--- src/hw/cbsmse_pkg.sv ---
package cbsmse_pkg;

  // Status word bit positions.
  localparam int unsigned SR_C    = 0;
  localparam int unsigned SR_Z    = 1;
  localparam int unsigned SR_N    = 2;
  localparam int unsigned SR_GIE  = 3;
  localparam int unsigned SR_HALT = 4;
  localparam int unsigned SR_OSC  = 5;
  localparam int unsigned SR_V    = 8;

  // Reset values and pointer step.
  localparam logic [19:0] PC_RST  = 20'h00000;
  localparam logic [19:0] SP_RST  = 20'h00000;
  localparam logic [15:0] SR_RST  = 16'h0000;
  localparam logic [19:0] SP_STEP = 20'h00002;

  // Overflow windows of the arithmetic left shift.
  localparam logic [15:0] OVF_W_LO = 16'h4000;
  localparam logic [15:0] OVF_W_HI = 16'hC000;
  localparam logic [7:0]  OVF_B_LO = 8'h40;
  localparam logic [7:0]  OVF_B_HI = 8'hC0;

  // Register numbers with special meaning.
  localparam logic [3:0] REG_PC  = 4'h0;
  localparam logic [3:0] REG_SP  = 4'h1;
  localparam logic [3:0] REG_SR  = 4'h2;
  localparam logic [3:0] REG_CG  = 4'h3;
  localparam logic [3:0] REG_GP0 = 4'h4;

  typedef enum logic [3:0] {
    ST_IDLE = 4'h1,
    ST_RD1  = 4'h2,
    ST_RD2  = 4'h4,
    ST_WR   = 4'h8
  } cbsmse_state_e;

  typedef enum logic [2:0] {
    OP_BRANCH_IF_NONZERO   = 3'h0,
    OP_COPY_OP             = 3'h1,
    OP_IDLE_OP             = 3'h2,
    OP_STACK_PULL          = 3'h3,
    OP_STACK_PUSH          = 3'h4,
    OP_SUBROUTINE_EXIT_OP  = 3'h5,
    OP_INTERRUPT_EXIT_OP   = 3'h6,
    OP_ARITH_SHIFT_LEFT_OP = 3'h7
  } cbsmse_op_e;

  typedef struct packed {
    cbsmse_op_e  op;
    logic        byte_w;
    logic        dst_is_reg;
    logic [3:0]  dst_reg;
    logic [19:0] dst_addr;
    logic [15:0] src;
    logic [15:0] dst_val;
    logic [9:0]  offset;
  } cbsmse_cmd_s;

  typedef struct packed {
    logic        req;
    logic        we;
    logic [19:0] addr;
    logic [15:0] wdata;
    logic [1:0]  be;
  } cbsmse_mem_s;

endpackage

--- src/hw/cbsmse_exec.sv ---
`timescale 1ns/1ns
// Overview of operation
// - Branch when zero clear: program counter plus sign-extended doubled offset.
// - Branch with zero set leaves the program counter on the next instruction.
// - Branch reach is minus 512 to plus 511 words, full 20-bit range.
// - Branches leave flags and mode bits untouched.
// - Copy writes source to destination, changes no flags or mode bits.
// - Idle does nothing and keeps every flag.
// - Pull reads at stack pointer, adds two, then writes destination.
// - Pull always steps the stack pointer by two, byte or word.
// - Byte pull into a register clears the upper byte.
// - Push lowers stack pointer by two, then stores operand there.
// - Byte push writes only the low byte of the stack word.
// - Subroutine exit loads low 16 pc bits, clears top four, steps pointer.
// - Interrupt exit first pops status word, also giving pc bits 19:16.
// - Interrupt exit then pops pc bits 15:0 and steps pointer again.
// - Interrupt exit restores all flags and mode bits from the stack.
// - After interrupt exit execution resumes at the saved address.
// - Left shift by one, old msb into carry, zero into lsb.
// - Word shift overflow set for 4000h up to below C000h.
// - Byte shift overflow set for 40h up to below C0h.
// - Shift sets negative and zero from the result, mode bits kept.
module cbsmse_exec (
  input  wire logic                    i_sys_clk,
  input  wire logic                    i_resetn,
  input  wire logic                    i_cmd_valid,
  input  wire cbsmse_pkg::cbsmse_cmd_s i_cmd,
  output logic                         o_cmd_ready,
  output logic                         o_done,
  output cbsmse_pkg::cbsmse_mem_s      o_mem,
  input  wire logic                    i_mem_ack,
  input  wire logic [15:0]             i_mem_rdata,
  input  wire logic [3:0]              i_rd_sel,
  output logic [15:0]                  o_rd_data,
  output logic [19:0]                  o_program_counter,
  output logic [19:0]                  o_stack_pointer,
  output logic [15:0]                  o_status_word
);

  typedef struct packed {
    cbsmse_pkg::cbsmse_state_e st;
    logic [19:0]               pc;
    logic [19:0]               sp;
    logic [15:0]               sr;
    logic [11:0][15:0]         regs;
    cbsmse_pkg::cbsmse_cmd_s   cmd;
    cbsmse_pkg::cbsmse_mem_s   mem;
    logic [3:0]                hi_pc;
    logic                      done;
    logic [15:0]               rd_data;
  } cbsmse_core_s;

  cbsmse_core_s q;
  cbsmse_core_s n;
  logic         acc;
  logic [19:0]  jump_ofs;
  logic [15:0]  sh_res;
  logic         sh_ovf;
  logic [3:0]   rd_idx;

  // Only one operation is in flight, so the core waits while the bus is busy.
  assign o_cmd_ready = (q.st == cbsmse_pkg::ST_IDLE);
  assign acc         = i_cmd_valid & o_cmd_ready;
  assign rd_idx      = i_rd_sel - cbsmse_pkg::REG_GP0;

  // The doubled offset is sign extended to the full address width.
  assign jump_ofs = {{9{i_cmd.offset[9]}}, i_cmd.offset, 1'b0};

  // Shift result and overflow, byte results keep the upper byte clear.
  always_comb begin
    if (i_cmd.byte_w) begin
      sh_res = {8'h00, i_cmd.dst_val[6:0], 1'b0};
      sh_ovf = (i_cmd.dst_val[7:0] >= cbsmse_pkg::OVF_B_LO) &&
               (i_cmd.dst_val[7:0] < cbsmse_pkg::OVF_B_HI);
    end else begin
      sh_res = {i_cmd.dst_val[14:0], 1'b0};
      sh_ovf = (i_cmd.dst_val >= cbsmse_pkg::OVF_W_LO) &&
               (i_cmd.dst_val < cbsmse_pkg::OVF_W_HI);
    end
  end

  // Writes a value to the destination of the latched command.
  function automatic cbsmse_core_s put_dst(cbsmse_core_s s, logic [15:0] v);
    logic [15:0] val;
    logic [3:0]  idx;
    val = s.cmd.byte_w ? {8'h00, v[7:0]} : v;
    idx = s.cmd.dst_reg - cbsmse_pkg::REG_GP0;
    if (s.cmd.dst_is_reg) begin
      s.done = 1'b1;
      s.st   = cbsmse_pkg::ST_IDLE;
      if (s.cmd.dst_reg == cbsmse_pkg::REG_PC) begin
        s.pc = {4'h0, val};
      end else if (s.cmd.dst_reg == cbsmse_pkg::REG_SP) begin
        s.sp = {4'h0, val};
      end else if (s.cmd.dst_reg == cbsmse_pkg::REG_SR) begin
        s.sr = val;
      end else if (s.cmd.dst_reg != cbsmse_pkg::REG_CG) begin
        s.regs[idx] = val;
      end
    end else begin
      // Byte writes to memory land on the lane the address selects.
      s.mem.req   = 1'b1;
      s.mem.we    = 1'b1;
      s.mem.addr  = s.cmd.dst_addr;
      s.mem.wdata = s.cmd.byte_w ? {v[7:0], v[7:0]} : v;
      s.mem.be    = s.cmd.byte_w ? (s.cmd.dst_addr[0] ? 2'b10 : 2'b01) : 2'b11;
      s.st        = cbsmse_pkg::ST_WR;
    end
    return s;
  endfunction

  // Next-state logic of the whole execution unit.
  always_comb begin
    n      = q;
    n.done = 1'b0;
    case (i_rd_sel)
      cbsmse_pkg::REG_PC: n.rd_data = q.pc[15:0];
      cbsmse_pkg::REG_SP: n.rd_data = q.sp[15:0];
      cbsmse_pkg::REG_SR: n.rd_data = q.sr;
      cbsmse_pkg::REG_CG: n.rd_data = 16'h0000;
      default:            n.rd_data = q.regs[rd_idx];
    endcase
    case (q.st)
      cbsmse_pkg::ST_IDLE: begin
        if (acc) begin
          n.cmd = i_cmd;
          case (i_cmd.op)
            cbsmse_pkg::OP_BRANCH_IF_NONZERO: begin
              // Status word is never written here.
              if (!q.sr[cbsmse_pkg::SR_Z]) begin
                n.pc = q.pc + jump_ofs;
              end
              n.done = 1'b1;
            end
            cbsmse_pkg::OP_COPY_OP: begin
              n = put_dst(n, i_cmd.src);
            end
            cbsmse_pkg::OP_STACK_PUSH: begin
              n.sp        = q.sp - cbsmse_pkg::SP_STEP;
              n.mem.req   = 1'b1;
              n.mem.we    = 1'b1;
              n.mem.addr  = q.sp - cbsmse_pkg::SP_STEP;
              n.mem.wdata = i_cmd.byte_w ? {8'h00, i_cmd.src[7:0]} : i_cmd.src;
              n.mem.be    = i_cmd.byte_w ? 2'b01 : 2'b11;
              n.st        = cbsmse_pkg::ST_WR;
            end
            cbsmse_pkg::OP_STACK_PULL,
            cbsmse_pkg::OP_SUBROUTINE_EXIT_OP,
            cbsmse_pkg::OP_INTERRUPT_EXIT_OP: begin
              n.mem.req  = 1'b1;
              n.mem.we   = 1'b0;
              n.mem.addr = q.sp;
              n.mem.be   = 2'b11;
              n.st       = cbsmse_pkg::ST_RD1;
            end
            cbsmse_pkg::OP_ARITH_SHIFT_LEFT_OP: begin
              // Mode bits are left alone; only the four flags move.
              n.sr[cbsmse_pkg::SR_C] = i_cmd.byte_w ? i_cmd.dst_val[7]
                                                    : i_cmd.dst_val[15];
              n.sr[cbsmse_pkg::SR_V] = sh_ovf;
              n.sr[cbsmse_pkg::SR_N] = i_cmd.byte_w ? sh_res[7] : sh_res[15];
              n.sr[cbsmse_pkg::SR_Z] = (sh_res == 16'h0000);
              n = put_dst(n, sh_res);
            end
            default: begin
              n.done = 1'b1;
            end
          endcase
        end
      end
      cbsmse_pkg::ST_RD1: begin
        if (i_mem_ack) begin
          n.sp      = q.sp + cbsmse_pkg::SP_STEP;
          n.mem.req = 1'b0;
          n.st      = cbsmse_pkg::ST_IDLE;
          case (q.cmd.op)
            cbsmse_pkg::OP_SUBROUTINE_EXIT_OP: begin
              n.pc   = {4'h0, i_mem_rdata};
              n.done = 1'b1;
            end
            cbsmse_pkg::OP_INTERRUPT_EXIT_OP: begin
              // Top nibble of the saved word carries the high pc bits.
              n.sr       = {4'h0, i_mem_rdata[11:0]};
              n.hi_pc    = i_mem_rdata[15:12];
              n.mem.req  = 1'b1;
              n.mem.addr = q.sp + cbsmse_pkg::SP_STEP;
              n.st       = cbsmse_pkg::ST_RD2;
            end
            default: begin
              n = put_dst(n, i_mem_rdata);
            end
          endcase
        end
      end
      cbsmse_pkg::ST_RD2: begin
        if (i_mem_ack) begin
          n.pc      = {q.hi_pc, i_mem_rdata};
          n.sp      = q.sp + cbsmse_pkg::SP_STEP;
          n.mem.req = 1'b0;
          n.done    = 1'b1;
          n.st      = cbsmse_pkg::ST_IDLE;
        end
      end
      cbsmse_pkg::ST_WR: begin
        if (i_mem_ack) begin
          n.mem.req = 1'b0;
          n.mem.we  = 1'b0;
          n.done    = 1'b1;
          n.st      = cbsmse_pkg::ST_IDLE;
        end
      end
      default: begin
        n.st = cbsmse_pkg::ST_IDLE;
      end
    endcase
  end

  // State register; the bus request waits in place until acknowledged.
  always_ff @(posedge i_sys_clk or negedge i_resetn) begin
    if (!i_resetn) begin
      q    <= '0;
      q.st <= cbsmse_pkg::ST_IDLE;
      q.pc <= cbsmse_pkg::PC_RST;
      q.sp <= cbsmse_pkg::SP_RST;
      q.sr <= cbsmse_pkg::SR_RST;
    end else begin
      q <= n;
    end
  end

  assign o_done            = q.done;
  assign o_mem             = q.mem;
  assign o_rd_data         = q.rd_data;
  assign o_program_counter = q.pc;
  assign o_stack_pointer   = q.sp;
  assign o_status_word     = q.sr;
endmodule // cbsmse_exec

--- config.mk ---
export PLATFORM = sky130hd
export DESIGN_NAME = cbsmse_exec
export DESIGN_NICKNAME = d
export VERILOG_FILES = /design/src/hw/cbsmse_pkg.sv /design/src/hw/cbsmse_exec.sv
export SDC_FILE = /design/constraint.sdc
export NUM_CORES = 1
export LEC_CHECK = 0
export ABC_AREA = 1
export BUFFER_PORTS_ARGS = -buffer_cell sky130_fd_sc_hd__buf_2
export CAP_MARGIN = 20
export CORE_ASPECT_RATIO = 1.75
export CORE_MARGIN = 2
export CORE_UTILIZATION = 30
export CTS_CLUSTER_DIAMETER = 60
export CTS_CLUSTER_SIZE = 24
export DETAILED_ROUTE_END_ITERATION = 10
export GPL_ROUTABILITY_DRIVEN = 1
export SLEW_MARGIN = 20
export SYNTH_ARGS = -nofsm -noshare
export SYNTH_HDL_FRONTEND = slang
export SYNTH_SLANG_ARGS = --single-unit
--- constraint.sdc ---
create_clock -name i_sys_clk -period 4.83 [get_ports i_sys_clk]
set_input_delay 0.483 -clock i_sys_clk [delete_from_list [all_inputs] [get_ports i_sys_clk]]
set_output_delay 0.483 -clock i_sys_clk [all_outputs]
set_load 0.01 [all_outputs]
==> impl_metrics.csv, run 1 <==
group,metric,value,unit
power,clockPowerShare,0.158,
grt,grt_pass1_wl,215.2,mm
cells_and_area,final_cell_count_no_fill,5375,
drt,viasPerCell,5.521,
sta,drv_slew,0,
grt,grtUsageTotal,0.3435,
setup_path,worstSetupStartpointType,"flop",
synthesis,synth_cell_type_count,47,
power,switchingPower,9.255,mW
synthesis,ys_seq_elements,342,
setup_path,timing.rr.end,"q[309]$_DFFE_PN0P_",
grt,grt_pass1_vias,28770,
synthesis,synthArstFlopShare,1.000,
hold_path,whs_path_depth,3,
die,ioPinCount,209,
clock_network,cts_setup_buffers,0,
sta,post-route-min-period,3.658,ns
power,combPwrFrac,0.555,
cells_and_area,layout.nets,4304,
drt,routed_wirelength,156.1,mm
setup_path,crit_arrival,4.25,ns
setup_path,cp_max_fo,16,
setup_path,endpoint_kind,"flop",
die,dieArea,0.08985,sq mm
clock_network,h-tree-depth,1,
sta,fin_setup_tns,0,ns
job,max-cap-violations,0,
die,start_util,0.3021,
setup_path,crit_required,5.42,ns
die,core_area,0.08678,sq mm
power,leakage,14.99,nW
power,internal-power,7.768,mW
synthesis,syn-cell-area,0.02621,sq mm
hold_path,hold-path-endpoint,"q[106]$_DFFE_PN0P_",
sta,setup_violations,0,
drt,drt_iter0_markers,2941,
cells_and_area,final_common_cell,"nand2_1",
power,p_sw_frac,0.5437,
placement,gp_congestion,1.103,
placement,dp_hpwl,119.4,mm
sta,fin_crit_sh,0.7573,
cells_and_area,drive_gt1_frac,0.09907,
synthesis,synth_edf_count,0,
clock_network,clkTransAtPathRegs,0.10,ns
setup_path,crit-reg2reg-launch,"q[123]$_DFFE_PN0P_",
cells_and_area,final_cell_mix,"nand2_1, inv_1, nand3_1",
synthesis,synth_fp_nets,4293,
clock_network,clk_latency,0.67,ns
drt,via_count,29670,
setup_path,criticalPathCategory,"reg -> reg",
grt,overflow,0,
power,ir_drop,0.4431,mV
die,fp.dieH,395.0,um
placement,placed_area,0.02767,sq mm
drt,detail-route-antenna-nets,0,
setup_path,reg2reg_depth,9,
placement,port_buffers,208,
cells_and_area,seqCellArea,0.008559,sq mm
synthesis,seq_area_frac_synth,0.3265,
clock_network,cts_made_buffers,28,
sta,slew_headroom,0.2171,
cells_and_area,fin_area,0.02877,sq mm
sta,fmax,273.4,MHz
die,num_rows,143,
clock_network,cts_root_buf,"clkbuf_16",
sta,fin_skew,0.04088,ns
drt,drtPass1Iterations,6,
cells_and_area,syn2layout_area_growth,9.757,%
sta,rsz0062_at_grt,"no",
setup_path,regToRegSetupSlack,1.17,ns
synthesis,yosysWarnings,0,
hold_path,hold_start,"i_cmd[45]",
drt,post_drt_wl_per_cell,29.04,um
cells_and_area,n_fill_cell,9816,
synthesis,syn_inst,4176,
clock_network,tritoncts,"yes",
synthesis,postSynthAreaPerCell,6.277,sq um
synthesis,synthFlopType,"dfrtp_1",
die,die_width,227.4,um
drt,drc,0,
cells_and_area,multi_input_area,0.01342,sq mm
placement,dpl.cell_count,5313,
clock_network,clkSinkCount,342,
sta,max_slew.worst_pin.slew,1.170,ns
power,power_frac_seq,0.286,
sta,hold_viol,0,
outcome,outcome,"finished, final reports clean",
power,powerDensity,591.7,mW/mm^2
grt,antenna_found_initial,17,
hold_path,hold_class,"in -> reg",
grt,grt_max_degree,109,
clock_network,cts.path.max_buffers,3,
[how the worst max path moves through the flow]
| stage | cells past startpoint | endpoint | slack (ns) | start |
|---|---|---|---|---|
| floorplan | 8 | o_rd_data[11]$_DFF_PN0_ | 2.59 | i_rd_sel[2] |
| global placement | 15 | q[303]$_DFFE_PN0P_ | 1.13 | i_cmd[62] |
| detailed placement | 15 | q[301]$_DFFE_PN0P_ | 1.10 | i_cmd[63] |
| CTS | 11 | q[301]$_DFFE_PN0P_ | 1.38 | q[380]$_DFFE_PN1P_ |
| global route | 11 | q[295]$_DFFE_PN0P_ | 1.09 | q[380]$_DFFE_PN1P_ |
| finish | 9 | q[309]$_DFFE_PN0P_ | 1.17 | q[123]$_DFFE_PN0P_ |
[power groups by stage]
stage          registers (mW)  logic (mW)  clock network [mW]
2_1_floorplan            4.49        6.53                   0
3_3_place_gp             4.88        9.08                   0
3_5_place_dp             4.90        9.17                   0
4_1_cts                  4.85        9.20                2.72
5_1_grt                  4.96        10.3                2.82
6_report                 4.87        9.46                2.69
[cell type report]
type / count / area share
diodes: 6 / 0.0005219
clock buffers: 31 / 0.02583
clock inverters: 21 / 0.01048
inverters: 672 / 0.08768
multi-input cells: 2852 / 0.4664
flip-flops and latches: 342 / 0.2975
well taps: 1160 / 0.05045
repair buffers: 291 / 0.06110
[flip-flops by register name, indices dropped and copies added, names as in the netlist]
signal             flops
q                    229
o_mem                 40
o_program_counter     20
o_stack_pointer       20
o_rd_data             16
o_status_word         16
o_done                 1
[kinds of logic after synthesis]
group           Yosys count  synth area share
simple gates           2126            0.3405
compound gates          699            0.1580
fa+ha+maj                22           0.01079
flops                   342            0.3265
xor+xnor                  5          0.001671
buf+inv                 982            0.1625
[synth_stat cells (3+ instances only)]
library cell / instances / area share
nand2_1: 1300 / 0.19
inv_1: 641 / 0.092
nand3_1: 411 / 0.078
dfrtp_1: 341 / 0.33
o21ai_0: 269 / 0.051
nor2_1: 265 / 0.038
a21oi_1: 172 / 0.033
clkbuf_1: 126 / 0.018
buf_4: 121 / 0.035
o22ai_1: 94 / 0.022
nand4_1: 80 / 0.019
o211ai_1: 44 / 0.013
buf_2: 41 / 0.0078
a221oi_1: 23 / 0.0077
inv_2: 22 / 0.0032
ha_1: 21 / 0.010
o221ai_1: 21 / 0.0070
nor3_1: 19 / 0.0036
a22oi_1: 15 / 0.0043
a31oi_1: 13 / 0.0031
buf_1: 13 / 0.0019
o2111ai_1: 13 / 0.0043
nand2_2: 12 / 0.0029
a21boi_0: 9 / 0.0026
buf_6: 9 / 0.0039
clkinv_1: 9 / 0.0013
nor2_2: 9 / 0.0021
or2_2: 9 / 0.0021
nand2_4: 8 / 0.0034
o31ai_1: 8 / 0.0023
a211oi_1: 7 / 0.0020
nand3b_1: 5 / 0.0014
a22oi_4: 4 / 0.0032
nor2_4: 3 / 0.0013
xor2_1: 3 / 0.0010
[metal layers]
layer / global-route usage / wire [um]
met5: 0 / 88
met4: 0.3606 / 20350
met3: 0.06759 / 11320
met2: 0.5554 / 72270
met1: 0.3571 / 52070
[through the flow]
stage	setup slack (ns)	power, mW	utilization	hold WS [ns]
floorplan	2.592	11.01	-	0.1874
global placement	1.125	13.96	0.3189	0.4506
detailed placement	1.102	14.07	0.3189	0.4535
CTS	1.380	16.77	0.3310	0.02968
global route	1.093	18.13	0.3314	0.04317
finish	1.172	17.02	0.3315	0.03939
[worst max-delay path, stage by stage (launching register included)]
cell and delay (ns):
dfrtp_1 0.44, nor2_1 0.31, nand2_1 0.38, nand2_2 0.29
inv_1 0.14, nand2_1 0.58, nor2_1 0.15, a21oi_4 0.55
nand3_1 0.54, nand2_1 0.19
[what timing repair did]
item | CTS | global route
hold buffers | 1 | 0
endpoints found under the hold margin | 73 | 0
resized for setup | 0 | 0
Power figures use the tool's default switching activity.
==> run 2: changes to the inputs <==
==> constraint.sdc (replaced) <==
create_clock -name i_sys_clk -period 3.5 [get_ports i_sys_clk]
set_input_delay 0.35 -clock i_sys_clk [delete_from_list [all_inputs] [get_ports i_sys_clk]]
set_output_delay 0.35 -clock i_sys_clk [all_outputs]
set_load 0.01 [all_outputs]
==> run 2 against run 1 <==
- fmax increased by 11%
- die area did not move
- total power grew 39%
- clock-buffer cell count shrank 3
- non-clock buffer count increased by 135
- clock skew fell by 0.013 ns
- register-to-register slack worse by 0.98 ns
- setup slack worse by 0.98 ns
- sequential cell count unchanged
- clock power rose by 35%
- combinational power grew 42%
- largest power group unchanged
==> impl_metrics.csv, run 2 (same netlist as run 1, synthesis figures left out) <==
group,metric,value,unit
sta,drv_slew,0,
drt,drtPass1Iterations,6,
sta,fin_setup_tns,0,ns
job,max-cap-violations,0,
clock_network,clkSinkCount,342,
power,combPwrFrac,0.564,
clock_network,cts_root_buf,"clkbuf_16",
placement,port_buffers,208,
clock_network,h-tree-depth,1,
outcome,outcome,"finished, final reports clean",
placement,placement.setup.worst_slack,0.3376,ns
grt,antenna_found_initial,15,
sta,slew_headroom,0.2636,
power,leakage,15.63,nW
die,core_area,0.08678,sq mm
setup_path,crit_family,"buffers and inverters",
power,internal-power,11.06,mW
setup_path,crit_required,4.10,ns
grt,grt_max_degree,81,
sta,fmax,302.2,MHz
setup_path,worst-path-stages,12,
sta,fin_crit_sh,0.9454,
die,start_util,0.3021,
setup_path,endpoint_kind,"flop",
cells_and_area,layout.nets,4438,
cells_and_area,utilization,0.3441,
die,die_width,227.4,um
power,power_frac_seq,0.283,
setup_path,reg2reg_depth,12,
grt,grtUsageTotal,0.3505,
clock_network,cts.path.max_buffers,3,
cells_and_area,drive_gt1_frac,0.1221,
cells_and_area,final_cell_count_no_fill,5509,
setup_path,slowest_delay,0.56,ns
drt,drt_iter0_markers,2880,
hold_path,whs_path_depth,3,
power,ir_drop,0.5317,mV
power,clockPowerShare,0.153,
placement,dp_hpwl,124.5,mm
clock_network,cts_setup_buffers,0,
sta,post-route-min-period,3.309,ns
grt,overflow,0,
drt,routed_wirelength,158.7,mm
die,fp.dieH,395.0,um
sta,max_slew.worst_pin.slew,1.105,ns
cells_and_area,n_fill_cell,9816,
power,switchingPower,12.68,mW
cells_and_area,syn2layout_area_growth,13.92,%
cells_and_area,largest-register,"q",
clock_network,cts_hold_buf,20,
setup_path,crit_buf_inv,6,
drt,drc,0,
drt,detail-route-antenna-nets,0,
sta,hold_viol,0,
grt,grt_pass1_vias,29480,
setup_path,worstSetupStartpointType,"flop",
clock_network,tritoncts,"yes",
die,num_rows,143,
drt,viasPerCell,5.460,
die,ioPinCount,209,
die,dieArea,0.08985,sq mm
placement,dpl.cell_count,5432,
clock_network,post_cts_resize_count,0,
drt,via_count,30080,
cells_and_area,final_common_cell,"nand2_1",
power,fin_total_pwr,23.75,mW
setup_path,criticalPathCategory,"reg -> reg",
setup_path,cp_max_fo,22,
sta,setup_ws,0.1911,ns
clock_network,clk_latency,0.65,ns
setup_path,crit_arrival,3.91,ns
hold_path,hold_class,"in -> reg",
sta,setup_violations,0,
power,p_sw_frac,0.5342,
sta,rsz0062_at_grt,"no",
cells_and_area,final_cell_mix,"nand2_1, inv_1, nand3_1",
clock_network,cts_made_buffers,27,
grt,grt_pass1_wl,220.6,mm
setup_path,critical-path-slowest-cell,"dfstp_2",
clock_network,clkTransAtPathRegs,0.10,ns
sta,fin_skew,0.02800,ns
power,powerDensity,795.2,mW/mm^2
placement,gp_congestion,1.102,
cells_and_area,largest_reg_flops,229,
setup_path,path_cells,"inv_2 > nor2_2 > nand3_4 > inv_2 > nand2_1 > buf_4 > o21ai_0 > buf_4 > inv_1 > nand3_1 > nand2_1 > inv_1",
drt,post_drt_wl_per_cell,28.82,um
==> run 2: changes by cell type in the layout (fill, tap and decap cells not counted), sizes merged <==
cell	before	now
clkbuf	34	28
buf	287	406
dlygate4sd3	1	20
diode	6	9
inv	676	675
clkinvlp	2	1
bufinv	0	1
==> run 2: worst register-to-register path, stage by stage, from the launching register on <==
cell     delay, ns
dfstp_2       0.56
inv_2         0.06
nor2_2        0.18
nand3_4       0.43
inv_2         0.57
nand2_1       0.33
buf_4         0.28
o21ai_0       0.45
buf_4         0.20
inv_1         0.03
nand3_1       0.08
nand2_1       0.06
inv_1         0.04
==> run 2: power groups by stage <==
stage / Sequential (mW) / Combinational [mW] / Clock [mW]
final: 6.72 / 13.4 / 3.63
after global routing: 6.86 / 14.7 / 3.80
after CTS: 6.71 / 13.1 / 3.68
after detailed placement: 6.77 / 13.0 / 0
after global placement: 6.75 / 13.0 / 0
after floorplan: 6.19 / 9.01 / 0
==> run 2: final timing paths <==
kind | from | to | slack, ns
worst max-delay path | q[380]$_DFFE_PN1P_ | q[244]$_DFFE_PN0P_ | 0.19
worst min-delay path | i_cmd[69] | q[130]$_DFFE_PN0P_ | 0.03
worst max register to register | q[380]$_DFFE_PN1P_ | q[244]$_DFFE_PN0P_ | 0.19
worst min register to register | q[310]$_DFFE_PN0P_ | q[310]$_DFFE_PN0P_ | 0.48
max in group asynchronous | i_resetn | o_status_word[1]$_DFFE_PN0P_ | 2.32
min in group asynchronous | i_resetn | q[259]$_DFFE_PN0P_ | 0.24
==> run 2: layout make-up <==
cell class              count  area (sq um)  area share
clock buffers              28         689.4     0.02309
flip-flops and latches    342          8559      0.2866
clock inverters            20         310.3     0.01039
diodes                      9         22.52   0.0007542
multi-input cells        2852         13420      0.4494
repair buffers            426          2888     0.09670
inverters                 672          2522     0.08447
well taps                1160          1451     0.04860
==> run 2: layer usage <==
layer | part of all wire | vias up | wire length, um | global-route usage
li1 | - | 13600 | - | -
met1 | 0.33 | 14210 | 52330 | 0.3577
met2 | 0.47 | 1614 | 75120 | 0.5825
met3 | 0.072 | 637 | 11360 | 0.06900
met4 | 0.12 | 14 | 19830 | 0.3514
met5 | 0.00069 | - | 109 | 0
==> run 2: per-stage QoR <==
step | instance area, sq um | hold slack, ns
3_5_place_dp | 28640 | 0.3508
2_1_floorplan | 26210 | 0.05441
5_1_grt | 29840 | 0.04864
3_3_place_gp | 28640 | 0.3535
6_report | 29860 | 0.02959
4_1_cts | 29840 | 0.007862
